===== src/rtl/sdram_burst_params.svh =====
// Purpose: timing counts, field positions and reset values of the burst logic
// Assumes: included by its bare name
// Notes:   definitions only
`ifndef SDRAM_BURST_PARAMS_SVH
`define SDRAM_BURST_PARAMS_SVH

`define MODE_BL_LSB      0
`define MODE_BL_MSB      2
`define MODE_BT_BIT      3
`define MODE_CL_LSB      4
`define MODE_CL_MSB      6
`define MODE_OP_LOW_BIT  7
`define MODE_OP_HIGH_BIT 8
`define MODE_WB_BIT      9
`define MODE_RESET       12'h000
`define BL_CODE_1        3'h0
`define BL_CODE_2        3'h1
`define BL_CODE_4        3'h2
`define BL_CODE_8        3'h3
`define BL_CODE_PAGE     3'h7
`define CL_CODE_2        3'h2
`define CL_CODE_3        3'h3
`define AUTOPRE_BIT      10
`define MASK_READ_DELAY  2
`define ROW_RESET        13'h0000
`define REFRESH_ROW_STEP 13'h0001

`endif


===== src/rtl/sdram_burst_pkg.sv =====
// Purpose: types shared by the burst logic
// Assumes: nothing
// Notes:   constants live in sdram_burst_params.svh
package sdram_burst_pkg;
  typedef enum logic [3:0] {
    cmd_inhibit, cmd_nop, cmd_terminate, cmd_activate, cmd_read,
    cmd_write, cmd_precharge, cmd_refresh, cmd_load_mode
  } command_e;
  typedef enum logic [1:0] {
    op_idle, op_read, op_write, op_self_refresh
  } op_state_e;
endpackage : sdram_burst_pkg


===== src/rtl/burst_column_gen.sv =====
// Purpose: column of one burst beat from start, length and type
// Assumes: page_cols is 512 or 1024
// Notes:   purely combinational
`timescale 1ns/1ps
module burst_column_gen
  import sdram_burst_pkg::*;
(
  input  wire logic [9:0] start_col,
  input  wire logic [9:0] beat,
  input  wire logic [2:0] len_code,
  input  wire logic       interleave,
  input  wire logic       page_1k,
  output logic      [9:0] column
);
`include "sdram_burst_params.svh"
  wire [9:0] low_mask  = (len_code == `BL_CODE_2) ? 10'h001 :
                         (len_code == `BL_CODE_4) ? 10'h003 :
                         (len_code == `BL_CODE_8) ? 10'h007 : 10'h000;
  wire [9:0] seq_sum   = start_col + beat;
  wire [9:0] seq_col   = (start_col & ~low_mask) | (seq_sum & low_mask);
  wire [9:0] ilv_col   = (start_col & ~low_mask) | ((start_col ^ beat) & low_mask);
  wire [9:0] page_mask = page_1k ? 10'h3ff : 10'h1ff;
  wire [9:0] page_col  = seq_sum & page_mask;
  // burst of one or unknown code: the addressed column only, type ignored
  assign column = (len_code == `BL_CODE_PAGE) ? page_col :
                  (low_mask == 10'h000)       ? start_col :
                  interleave                  ? ilv_col : seq_col;
endmodule : burst_column_gen


===== src/rtl/sdram_command_burst_logic.sv =====
// Purpose: command decode, mode word, burst addressing and read latency
// Assumes: controller keeps clock enable high except for self refresh
// Notes:   storage array is reached through a column/bank/row port
`timescale 1ns/1ps
module sdram_command_burst_logic
  import sdram_burst_pkg::*;
#(
  parameter logic PAGE_1K = 1'b1
)(
  input  wire logic        clock,
  input  wire logic        sys_rst,
  input  wire logic        clock_enable,
  input  wire logic        select_n,
  input  wire logic        row_strobe_n,
  input  wire logic        col_strobe_n,
  input  wire logic        write_strobe_n,
  input  wire logic [12:0] address,
  input  wire logic        bank_select_bit0,
  input  wire logic        bank_select_bit1,
  input  wire logic [3:0]  byte_mask,
  input  wire logic [31:0] data_in,
  output logic      [31:0] data_out,
  output logic      [3:0]  data_out_en,
  input  wire logic [31:0] array_rdata,
  output logic      [1:0]  array_bank,
  output logic      [12:0] array_row,
  output logic      [9:0]  array_col,
  output logic             array_read,
  output logic      [3:0]  array_write_en,
  output logic      [31:0] array_wdata,
  output logic             refresh_pulse,
  output logic      [12:0] refresh_row,
  output logic             self_refresh,
  output logic      [3:0]  bank_open,
  output logic      [11:0] mode_word
);
`include "sdram_burst_params.svh"

  // ---------------------------------------------------------------
  // input capture
  // ---------------------------------------------------------------
  // pins come from the controller's domain: two stages before use
  logic [23:0] pin_meta_reg;
  logic [23:0] pin_sync_reg;
  logic [31:0] din_meta_reg;
  logic [31:0] din_sync_reg;
  wire  [23:0] pin_raw = {clock_enable, select_n, row_strobe_n, col_strobe_n, write_strobe_n,
                          address, bank_select_bit1, bank_select_bit0, byte_mask};

  always_ff @(posedge clock) begin
    if (sys_rst) begin
      pin_meta_reg <= 24'hf00000;
      pin_sync_reg <= 24'hf00000;
      din_meta_reg <= 32'h0;
      din_sync_reg <= 32'h0;
    end else begin
      pin_meta_reg <= pin_raw;
      pin_sync_reg <= pin_meta_reg;
      din_meta_reg <= data_in;
      din_sync_reg <= din_meta_reg;
    end
  end

  wire        cke_s  = pin_sync_reg[23];
  wire [3:0]  strb_s = pin_sync_reg[22:19];
  wire [12:0] addr_s = pin_sync_reg[18:6];
  wire [1:0]  bank_s = pin_sync_reg[5:4];
  wire [3:0]  mask_s = pin_sync_reg[3:0];

  // ---------------------------------------------------------------
  // command decode
  // ---------------------------------------------------------------
  command_e cmd;
  assign cmd = strb_s[3]         ? cmd_inhibit :
               (strb_s == 4'h7)  ? cmd_nop :
               (strb_s == 4'h6)  ? cmd_terminate :
               (strb_s == 4'h3)  ? cmd_activate :
               (strb_s == 4'h5)  ? cmd_read :
               (strb_s == 4'h4)  ? cmd_write :
               (strb_s == 4'h2)  ? cmd_precharge :
               (strb_s == 4'h1)  ? cmd_refresh : cmd_load_mode;

  op_state_e state_reg;
  op_state_e state_next;
  wire in_self = (state_reg == op_self_refresh);
  wire do_auto_refresh = !in_self && (cmd == cmd_refresh) && cke_s;
  wire do_self_entry   = !in_self && (cmd == cmd_refresh) && !cke_s;
  wire accept          = !in_self && cke_s;

  // ---------------------------------------------------------------
  // mode word
  // ---------------------------------------------------------------
  logic [11:0] mode_reg;
  wire  [2:0]  cl_field = addr_s[`MODE_CL_MSB:`MODE_CL_LSB];
  wire  [2:0]  bl_field = addr_s[`MODE_BL_MSB:`MODE_BL_LSB];
  wire cl_ok  = (cl_field == `CL_CODE_2) || (cl_field == `CL_CODE_3);
  wire bl_ok  = (bl_field <= `BL_CODE_8) ||
                ((bl_field == `BL_CODE_PAGE) && !addr_s[`MODE_BT_BIT]);
  wire load_ok = accept && (cmd == cmd_load_mode) && cl_ok && bl_ok;

  always_ff @(posedge clock) begin
    if (sys_rst)
      mode_reg <= `MODE_RESET;
    else if (load_ok)
      mode_reg <= addr_s[11:0];
  end
  assign mode_word = mode_reg;

  wire [2:0] mode_bl  = mode_reg[`MODE_BL_MSB:`MODE_BL_LSB];
  wire       mode_bt  = mode_reg[`MODE_BT_BIT];
  wire       mode_wb  = mode_reg[`MODE_WB_BIT];
  wire [1:0] mode_lat = (mode_reg[`MODE_CL_MSB:`MODE_CL_LSB] == `CL_CODE_3) ? 2'h3 : 2'h2;

  // ---------------------------------------------------------------
  // bank rows
  // ---------------------------------------------------------------
  logic [12:0] open_row_reg [4];
  logic [3:0]  bank_open_reg;
  wire  [12:0] row_in = PAGE_1K ? addr_s : {1'b0, addr_s[11:0]};
  wire         is_act = accept && (cmd == cmd_activate);
  wire         is_pre = accept && (cmd == cmd_precharge);
  wire  [3:0]  bank_dec = 4'h1 << bank_s;

  // ---------------------------------------------------------------
  // burst engine
  // ---------------------------------------------------------------
  logic [9:0] start_reg;
  logic [9:0] beat_reg;
  logic [9:0] left_reg;
  logic [1:0] burst_bank_reg;
  logic       auto_pre_reg;
  logic [2:0] len_reg;
  wire  [9:0] col_now;
  wire  [9:0] page_len = PAGE_1K ? 10'h3ff : 10'h1ff;
  wire  [9:0] bl_beats = (mode_bl == `BL_CODE_2) ? 10'h001 :
                         (mode_bl == `BL_CODE_4) ? 10'h003 :
                         (mode_bl == `BL_CODE_8) ? 10'h007 :
                         (mode_bl == `BL_CODE_PAGE) ? page_len : 10'h000;
  wire is_rd = accept && (cmd == cmd_read);
  wire is_wr = accept && (cmd == cmd_write);
  wire new_burst = is_rd || is_wr;
  wire [2:0] len_now = (is_wr && mode_wb) ? `BL_CODE_1 : mode_bl;
  wire [9:0] left_now = (is_wr && mode_wb) ? 10'h000 : bl_beats;
  wire bursting = (state_reg == op_read) || (state_reg == op_write);
  wire last_beat = bursting && (left_reg == 10'h000);
  wire stop = bursting && (last_beat || (accept && (cmd == cmd_terminate)));
  // full page never ends by itself; it wraps until terminated
  wire page_run = (len_reg == `BL_CODE_PAGE);
  wire finish = stop && !(page_run && last_beat && !(accept && (cmd == cmd_terminate)));

  burst_column_gen u_colgen (
    .start_col  (start_reg),
    .beat       (beat_reg),
    .len_code   (len_reg),
    .interleave (mode_bt),
    .page_1k    (PAGE_1K),
    .column     (col_now)
  );

  always_comb begin
    state_next = state_reg;
    case (state_reg)
      op_idle, op_read, op_write: begin
        if (finish)
          state_next = op_idle;
        if (new_burst)
          state_next = is_rd ? op_read : op_write;
        else if (do_self_entry)
          state_next = op_self_refresh;
      end
      op_self_refresh: begin
        if (cke_s)
          state_next = op_idle;
      end
      default: state_next = op_idle;
    endcase
  end

  always_ff @(posedge clock) begin
    if (sys_rst) begin
      state_reg      <= op_idle;
      start_reg      <= 10'h0;
      beat_reg       <= 10'h0;
      left_reg       <= 10'h0;
      burst_bank_reg <= 2'h0;
      auto_pre_reg   <= 1'b0;
      len_reg        <= `BL_CODE_1;
    end else begin
      state_reg <= state_next;
      if (new_burst) begin
        start_reg      <= addr_s[9:0] & page_len;
        beat_reg       <= 10'h0;
        left_reg       <= left_now;
        burst_bank_reg <= bank_s;
        auto_pre_reg   <= addr_s[`AUTOPRE_BIT];
        len_reg        <= len_now;
      end else if (bursting) begin
        beat_reg <= beat_reg + 10'h001;
        left_reg <= last_beat ? page_len : left_reg - 10'h001;
      end
    end
  end

  wire close_auto = finish && auto_pre_reg;
  // sets and clears merge so an auto close never hides behind a command
  wire [3:0] auto_clr = close_auto ? (4'h1 << burst_bank_reg) : 4'h0;
  wire [3:0] pre_clr  = !is_pre ? 4'h0 : (addr_s[`AUTOPRE_BIT] ? 4'hf : bank_dec);
  wire [3:0] act_set  = is_act ? bank_dec : 4'h0;
  always_ff @(posedge clock) begin
    if (sys_rst)
      bank_open_reg <= 4'h0;
    else
      bank_open_reg <= (bank_open_reg & ~auto_clr & ~pre_clr) | act_set;
  end
  always_ff @(posedge clock) begin
    if (is_act)
      open_row_reg[bank_s] <= row_in;
  end
  assign bank_open = bank_open_reg;

  // ---------------------------------------------------------------
  // refresh
  // ---------------------------------------------------------------
  logic [12:0] refresh_row_reg;
  logic        refresh_pulse_reg;
  wire  [12:0] row_wrap = PAGE_1K ? 13'h1fff : 13'h0fff;
  always_ff @(posedge clock) begin
    if (sys_rst) begin
      refresh_row_reg   <= `ROW_RESET;
      refresh_pulse_reg <= 1'b0;
    end else begin
      refresh_pulse_reg <= do_auto_refresh || in_self;
      if (do_auto_refresh || in_self)
        refresh_row_reg <= (refresh_row_reg + `REFRESH_ROW_STEP) & row_wrap;
    end
  end
  assign refresh_pulse = refresh_pulse_reg;
  assign refresh_row   = refresh_row_reg;
  assign self_refresh  = in_self;

  // ---------------------------------------------------------------
  // array access and read pipeline
  // ---------------------------------------------------------------
  wire rd_beat = (state_reg == op_read);
  wire wr_beat = (state_reg == op_write);
  logic [3:0]  mask_d1_reg;
  logic [3:0]  mask_d2_reg;
  // write data and mask come with the command: one stage more lines them up with beat 0
  logic [31:0] wdata_d1_reg;
  always_ff @(posedge clock) begin
    wdata_d1_reg <= din_sync_reg;
  end
  assign array_bank     = burst_bank_reg;
  assign array_row      = open_row_reg[burst_bank_reg];
  assign array_col      = col_now;
  assign array_read     = rd_beat;
  assign array_write_en = wr_beat ? ~mask_d1_reg : 4'h0;
  assign array_wdata    = wdata_d1_reg;

  // command at stage 0; data drive starts lat edges later
  logic [31:0] rd_pipe_reg [3];
  logic [2:0]  rd_vld_reg;
  always_ff @(posedge clock) begin
    if (sys_rst) begin
      rd_vld_reg  <= 3'h0;
      mask_d1_reg <= 4'hf;
      mask_d2_reg <= 4'hf;
    end else begin
      rd_vld_reg  <= {rd_vld_reg[1:0], rd_beat};
      mask_d1_reg <= mask_s;
      mask_d2_reg <= mask_d1_reg;
    end
  end
  always_ff @(posedge clock) begin
    rd_pipe_reg[0] <= array_rdata;
    rd_pipe_reg[1] <= rd_pipe_reg[0];
    rd_pipe_reg[2] <= rd_pipe_reg[1];
  end

  // beat fetched at edge n+1 (first cycle after command capture)
  wire        out_vld  = (mode_lat == 2'h3) ? rd_vld_reg[1] : rd_vld_reg[0];
  wire [31:0] out_data = (mode_lat == 2'h3) ? rd_pipe_reg[1] : rd_pipe_reg[0];
  always_ff @(posedge clock) begin
    if (sys_rst) begin
      data_out    <= 32'h0;
      data_out_en <= 4'h0;
    end else begin
      data_out    <= out_data;
      data_out_en <= out_vld ? ~mask_d2_reg : 4'h0;
    end
  end

  // ---------------------------------------------------------------
  // checks
  // ---------------------------------------------------------------
  AST_LATENCY_OK: assert property (@(posedge clock) disable iff (sys_rst)
    (mode_reg[6:4] == 3'h2) || (mode_reg[6:4] == 3'h3) || (mode_reg == `MODE_RESET))
    else $error("latency field holds reserved code");
  AST_SINGLE_WRITE: assert property (@(posedge clock) disable iff (sys_rst)
    is_wr && mode_wb |=> wr_beat ##1 (!wr_beat || $past(new_burst)))
    else $error("single write lasted more than one beat");
  AST_PRE_ALL: assert property (@(posedge clock) disable iff (sys_rst)
    is_pre && addr_s[10] |=> bank_open_reg == 4'h0)
    else $error("precharge all left a bank open");
  AST_ACT_OPEN: assert property (@(posedge clock) disable iff (sys_rst)
    is_act |=> bank_open_reg[$past(bank_s)])
    else $error("activate did not open bank");
  AST_SELF_ENTRY: assert property (@(posedge clock) disable iff (sys_rst)
    do_self_entry && !new_burst |=> self_refresh)
    else $error("self refresh not entered");
  AST_AUTO_REF: assert property (@(posedge clock) disable iff (sys_rst)
    do_auto_refresh |=> refresh_pulse && refresh_row == (($past(refresh_row) + 13'h0001) & row_wrap))
    else $error("refresh counter did not step");
  AST_BL1_COL: assert property (@(posedge clock) disable iff (sys_rst)
    bursting && len_reg == `BL_CODE_1 |-> array_col == start_reg)
    else $error("length one accessed wrong column");
  AST_READ_LAT: assert property (@(posedge clock) disable iff (sys_rst)
    rd_beat && !$past(rd_beat) && mode_lat == 2'h2 && !load_ok ##1 !load_ok |=> data_out_en == ~$past(mask_d2_reg))
    else $error("read data not driven at latency two");
  AST_WRITE_MASK: assert property (@(posedge clock) disable iff (sys_rst)
    wr_beat |-> array_write_en == ~$past(mask_s))
    else $error("write mask not applied at zero delay");
  AST_SEQ_WRAP: assert property (@(posedge clock) disable iff (sys_rst)
    bursting && len_reg == `BL_CODE_4 && !mode_bt |-> array_col[9:2] == start_reg[9:2])
    else $error("sequential burst left its block");
endmodule : sdram_command_burst_logic


===== config.mk =====
export PLATFORM = sky130hd
export DESIGN_NAME = sdram_command_burst_logic
export DESIGN_NICKNAME = d
export VERILOG_FILES = /design/src/rtl/sdram_burst_pkg.sv /design/src/rtl/burst_column_gen.sv /design/src/rtl/sdram_command_burst_logic.sv
export VERILOG_INCLUDE_DIRS = /design/src /design/src/rtl
export SDC_FILE = /design/constraint.sdc
export NUM_CORES = 1
export LEC_CHECK = 0
export ABC_AREA = 1
export BUFFER_PORTS_ARGS = -buffer_cell sky130_fd_sc_hd__clkbuf_2
export CORE_MARGIN = 2
export CORE_UTILIZATION = 49
export DETAILED_ROUTE_END_ITERATION = 10
export HOLD_SLACK_MARGIN = 0.12
export PLACE_DENSITY = 0.81
export SYNTH_ARGS = -nofsm -noshare
export SYNTH_HDL_FRONTEND = slang
export SYNTH_SLANG_ARGS = --single-unit

===== constraint.sdc =====
create_clock -name clock -period 1.9 [get_ports clock]
set_input_delay 0.38 -clock clock [delete_from_list [all_inputs] [get_ports clock]]
set_output_delay 0.38 -clock clock [all_outputs]
set_load 0.01 [all_outputs]

# Word-level counts from Yosys, hierarchy flattened
# Memory sizes are Yosys's and may differ from the RTL's. A register that Yosys moved wholly into a read port is not among the register bits.
# Index checks and enable logic that the tools add are counted.
[totals] in_bits=90 mem_bits_rw=148 regBits=258 memories=2 word_cells=157 out_inout_bits=129
[mem_list] name="rd_pipe_reg" depth=3 word_bits=32 rd=2 rd_clocked_by_memory_dff=0 write_ports=3 line="sdram_command_burst_logic.sv:261" rtl="logic [31:0] rd_pipe_reg [3];"
[mem_list] name="open_row_reg" depth=4 word_bits=13 rd=1 rd_clocked_by_memory_dff=1 write_ports=1 line="sdram_command_burst_logic.sv:117" rtl="logic [12:0] open_row_reg [4];"
[classes] shifts=2 eq_ne=32 n_lt_le_gt_ge=1 bitwise=15 add_sub_neg=4 reduce_logical=39 muxes=41
[op_table] operator="10-bit 2-to-1 mux" count=13
[op_table] operator="4-bit 2-to-1 mux" count=13
[op_table] operator="4-bit by 3-bit equality test with 1-bit output, second input constant" count=8
[op_table] operator="32-bit 2-to-1 mux" count=1
[op_table] operator="10-bit bitwise AND" count=3
[op_table] operator="3-bit by 2-bit equality test with 1-bit output, second input constant" count=7
[op_table] operator="1-bit logical AND" count=20
[op_table] operator="10-bit zero test" count=2
[op_table] operator="10-bit bitwise OR" count=2
[op_table] operator="4-bit by 2-bit equality test with 1-bit output, second input constant" count=4
[op_table] operator="4-bit inverter" count=4
[op_table] operator="2-bit 2-to-1 mux" count=7
[op_table] operator="13-bit by 1-bit adder with 13-bit output, second input constant" count=1
[op_table] operator="10-bit by 1-bit adder with 10-bit output, second input constant" count=1
[op_table] operator="10-bit adder" count=1
[op_table] operator="10-bit inverter" count=1
[op_table] operator="10-bit by 1-bit subtractor with 10-bit output, second input constant" count=1
[op_table] operator="10-bit bitwise XOR" count=1
[op_table] operator="3-bit equality test, second input constant" count=3
[op_table] operator="4-bit bitwise AND" count=2
[op_table] operator="1-bit by 2-bit << shifter with 4-bit output, first input constant" count=2
[op_table] operator="2-bit equality test, second input constant" count=3
[op_table] operator="3-bit by 1-bit equality test with 1-bit output, second input constant" count=2
[op_table] operator="1-bit logical OR" count=6
[op_table] operator="other kinds (17)" count=26

# Longest topological paths before layout
[depth] ltp_word=21 depth_mapped=11 ltp_nobuf=11

# Cells and area by module
# From an unflattened synthesis, not the netlist that was laid out.
[hier_totals] cells_unflattened=1314 area_unflattened_um2=12333.1
[modules_own_cells] mod="sdram_command_burst_logic" cells_per_inst=1196 instances=1 area_each_um2=11706.2 seq_area_each_um2=8047.7
[modules_own_cells] mod="burst_column_gen" cells_per_inst=118 instances=1 area_each_um2=626.9 seq_area_each_um2=0.0

# Least setup slack after synthesis
# OpenSTA, ideal clock, no wires.
[synth_path] kind="register to output" from="reg beat_reg[0]" to="out array_col[6]" required_ns=1.520 arrival_time_ns=1.802 path_slack_ns=-0.282 path_stages_with_launch=11 path_buffers=0 path_cell_list="dfxtp_1 ha_1 inv_1 fa_1 nand3b_1 nand2_1 nand2_1 nand2_1 a21oi_1 xor2_1 o21ai_0"
[synth_between] elab_chain_cells=6
[synth_lines] item="from (decl)" line="sdram_command_burst_logic.sv:128" rtl="logic [9:0] beat_reg;"
[synth_lines] item="from (signal assigned)" line="sdram_command_burst_logic.sv:198" rtl="beat_reg <= beat_reg + 10'h001;"
[synth_lines] item="10-bit adder *" line="burst_column_gen.sv:19" rtl="wire [9:0] seq_sum = start_col + beat;"
[synth_lines] item="10-bit bitwise AND" line="burst_column_gen.sv:20" rtl="wire [9:0] seq_col = (start_col & ~low_mask) | (seq_sum & low_mask);"
[synth_lines] item="10-bit bitwise OR" line="burst_column_gen.sv:20"
[synth_lines] item="10-bit 2-to-1 mux" line="burst_column_gen.sv:27" rtl="interleave ? ilv_col : seq_col;"
[synth_lines] item="10-bit 2-to-1 mux" line="burst_column_gen.sv:26" rtl="(low_mask == 10'h000) ? start_col :"
[synth_lines] item="10-bit 2-to-1 mux *" line="burst_column_gen.sv:25" rtl="assign column = (len_code == `BL_CODE_PAGE) ? page_col :"
[synth_lines] item="to (decl)" line="sdram_command_burst_logic.sv:27" rtl="output logic [9:0] array_col,"
# Every way passes the cells marked *; elsewhere a longest branch is shown, timed or not.

# Worst setup path after layout
[layout_path] from="reg start_reg[0]" to="out array_col[6]"
[layout_between] elab_chain_cells=6
[layout_lines] item="from (decl)" line="sdram_command_burst_logic.sv:127" rtl="logic [9:0] start_reg;"
[layout_lines] item="from (signal assigned)" line="sdram_command_burst_logic.sv:191" rtl="start_reg <= addr_s[9:0] & page_len;"
[layout_lines] item="10-bit adder *" line="burst_column_gen.sv:19"
[layout_lines] item="10-bit bitwise AND" line="burst_column_gen.sv:20"
[layout_lines] item="10-bit bitwise OR" line="burst_column_gen.sv:20"
[layout_lines] item="10-bit 2-to-1 mux" line="burst_column_gen.sv:27"
[layout_lines] item="10-bit 2-to-1 mux" line="burst_column_gen.sv:26"
[layout_lines] item="10-bit 2-to-1 mux *" line="burst_column_gen.sv:25"
# Marks and branches as above.

==> flow_summary_export.csv <==
group,metric,value,unit
sta,min_period,2.59,ns
clocking,cts-root-buf,"clkbuf_16",
final_layout,post-route-util,68.9,%
final_layout,drive_gt1_share,27.6,%
floorplanning,row_count,57,
final_layout,largest_register_ffs,64,
global_routing,grt_max_degree,114,
final_layout,layout.nets,1781,
sta,finalHoldViolations,0,
power,powerDensity,980,nW/um^2
clocking,cts.clk_slew.worst_paths,0.06,ns
synth,syn_area,12200,sq um
clocking,cts_buffer_depth,3,
floorplanning,dieArea,26200,sq um
final_layout,layout_commonest_cell,"dfxtp_1",
power,ir_drop,1.09,mV
route,final_antenna_net_count,0,
synth,async_reset_ff_share,0,%
run_status,violations,"setup timing",
worst_setup_path,crit_arrival,2.21,ns
global_routing,grtUsageTotal,24.6,%
floorplanning,fp.dieH,162,um
clocking,h-tree-depth,2,
global_routing,grt_pass1_vias,10300,
sta,rsz0062_at_grt,"true",
clocking,cts_tree,"done",
sta,skew,0.0198,ns
synth,synth_area_per_cell,9.48,sq um
worst_setup_path,cp.required,1.52,ns
route,wl,33200,um
place,hpwl,19000,um
sta,tns,-5.62,ns
synth,ys_warn_count,0,
job,drv_cap,0,
global_routing,grt_pass1_wl,51000,um
synth,netlist_instances,1287,
route,drt-pass1-iter-count,6,
final_layout,multi_input_area,3620,sq um
sta,setup_violations,18,
place,place_congestion,0.848,
sta,drv_slew,0,
final_layout,layout_common_cells,"317 x dfxtp_1, 281 x nor2_1, 196 x clkbuf_2, 162 x inv_1, 88 x dlygate4sd3_1",
place,postPlaceCellArea,14100,sq um
route,via_count,9978,
sta,slew_headroom,64.7,%
worst_setup_path,crit_fanout,3,
place,place_ws,-0.240,ns
clocking,cts.sinks,376,
synth,ys_seq_elements,376,
synth,syn_nets,1393,
sta,fin_ws,-0.687,ns
power,p_leak,7.57,nW
route,drt_iter0_drc,686,
global_routing,grt_overflow,0,
synth,synth_top_area_share,53.1,%
sta,post-route-period-util,136,%
final_layout,final_cell_area,16800,sq um
final_layout,syn_to_final_growth,37.7,%
synth,synth_top_area_cell,"dfxtp_1",
synth,seq_area_frac_synth,65.9,%
clocking,cts_buffers,36,
global_routing,antenna_found_initial,2,
route,drc_errors,0,
sta,tightest_slew,0.524,ns
floorplanning,start_util,50.0,%
floorplanning,coreArea,24400,sq um
final_layout,num-fill-cells,1651,
place,port_buffers,218,
synth,synth.area.top_cells,"dfxtp_1 53%, edfxtp_1 13%, nor2_1 9.0%",
route,via_per_inst,4.92,
synth,synth-edff-count,52,
min_path,hp-class,"in2reg",
floorplanning,die_w,162,um
clocking,clkLatencyLatePin,0.51,ns
run_status,outcome,"finished, violations left",
synth,synthDistinctLibCells,40,
sta,fmax,387,MHz
worst_setup_path,start_kind,"flip-flop",
worst_setup_path,critical_path_class,"reg2out",
worst_setup_path,end_kind,"primary output",
floorplanning,boundaryPins,219,
final_layout,regArea,8060,sq um
synth,synth_ff_type,"dfxtp_1",
route,wl_per_cell,16.4,um
cell usage after synthesis, types with 3 or more instances:
cell,number
nand4_1,7
o21ai_0,112
o22ai_1,15
o21ai_1,8
nor3_1,13
buf_1,4
dfxtp_1,324
clkbuf_1,33
a21oi_1,51
ha_1,15
or2_2,16
o211ai_1,3
nand2_1,88
nor2_1,291
buf_2,4
nor2_4,4
inv_1,172
xnor2_1,4
edfxtp_1,52
xor2_1,9
nor2_2,5
nand3_1,34
layout make-up:
| type | instances | area share [%] |
|---|---|---|
| Sequential cell | 376 | 48.0 |
| Multi-Input combinational cell | 691 | 21.6 |
| Timing Repair Buffer | 393 | 16.9 |
| Clock buffer | 51 | 6.12 |
| Inverter | 176 | 4.02 |
| Tap cell | 324 | 2.41 |
| Clock inverter | 13 | 0.946 |
| Timing Repair inverter | 1 | 0.0447 |
| Antenna cell | 2 | 0.0298 |
stage by stage:
stage,hold slack [ns],std cells,power (mW)
CTS,0.128,2014,16.5
global placement,0.310,1851,9.20
floorplan,0.310,1287,8.93
finish,0.142,2027,16.5
detailed placement,0.312,1851,9.23
global route,0.144,2027,16.9
where the power goes:
group	internal [mW]	switching [mW]	total [mW]
clock network	4.21	2.97	7.18
registers	8.32	0.128	8.45
logic	0.403	0.437	0.839
logic make-up (layout without fill, tap and decap cells):
group	count (synthesis)	count (layout)	synth area share, %
XOR/XNOR	13	13	0.933
multiplexers	1	1	0.0820
buffers and inverters	220	634	6.93
AND/OR/NAND/NOR	469	469	16.3
flip-flops	376	376	65.9
AO/OA/AOI/OAI	192	192	8.15
adder cells (fa/ha/maj)	16	16	1.70
other	0	2	0
path summary, 6_finish.rpt:
kind | startpoint | to | slack [ns] | cells past startpoint
setup / recovery | start_reg[0] | array_col[6] | -0.69 | 11
hold / removal | sys_rst | len_reg[2] | 0.14 | 2
setup reg to reg | state_reg[1] | start_reg[1] | 0.13 | 8
hold reg to reg | din_sync_reg[22] | array_wdata[22] | 0.33 | 0
worst max-delay path, stage by stage (launching register included):
cell and delay (ns):
dfxtp_2 0.35, ha_4 0.14, inv_2 0.04, fa_2 0.33
nand3b_1 0.17, nand2_2 0.09, nand2_2 0.06, nand2_2 0.06
a21oi_2 0.05, xor2_1 0.15, o21ai_2 0.13, buf_2 0.13
repair_timing:
action,in CTS,in global routing
cloned,2,3
endpoints found under the hold margin,88,0
setup endpoints to repair,39,67
hold buffers,88,0
buffers inserted,9,8
resized for setup,66,92
pin swaps,23,26
routing by layer:
| layer | wire length (um) | share of wire (%) | vias to the layer above | track usage (%) |
|---|---|---|---|---|
| met5 | 0 | 0 | - | 0 |
| met4 | 1270 | 3.8 | 0 | 10.0 |
| li1 | - | - | 4839 | - |
| met3 | 2430 | 7.3 | 105 | 5.72 |
| met2 | 17000 | 51 | 380 | 45.3 |
| met1 | 12500 | 38 | 4654 | 27.3 |
Note: power is estimated with default switching activity, not from simulation.
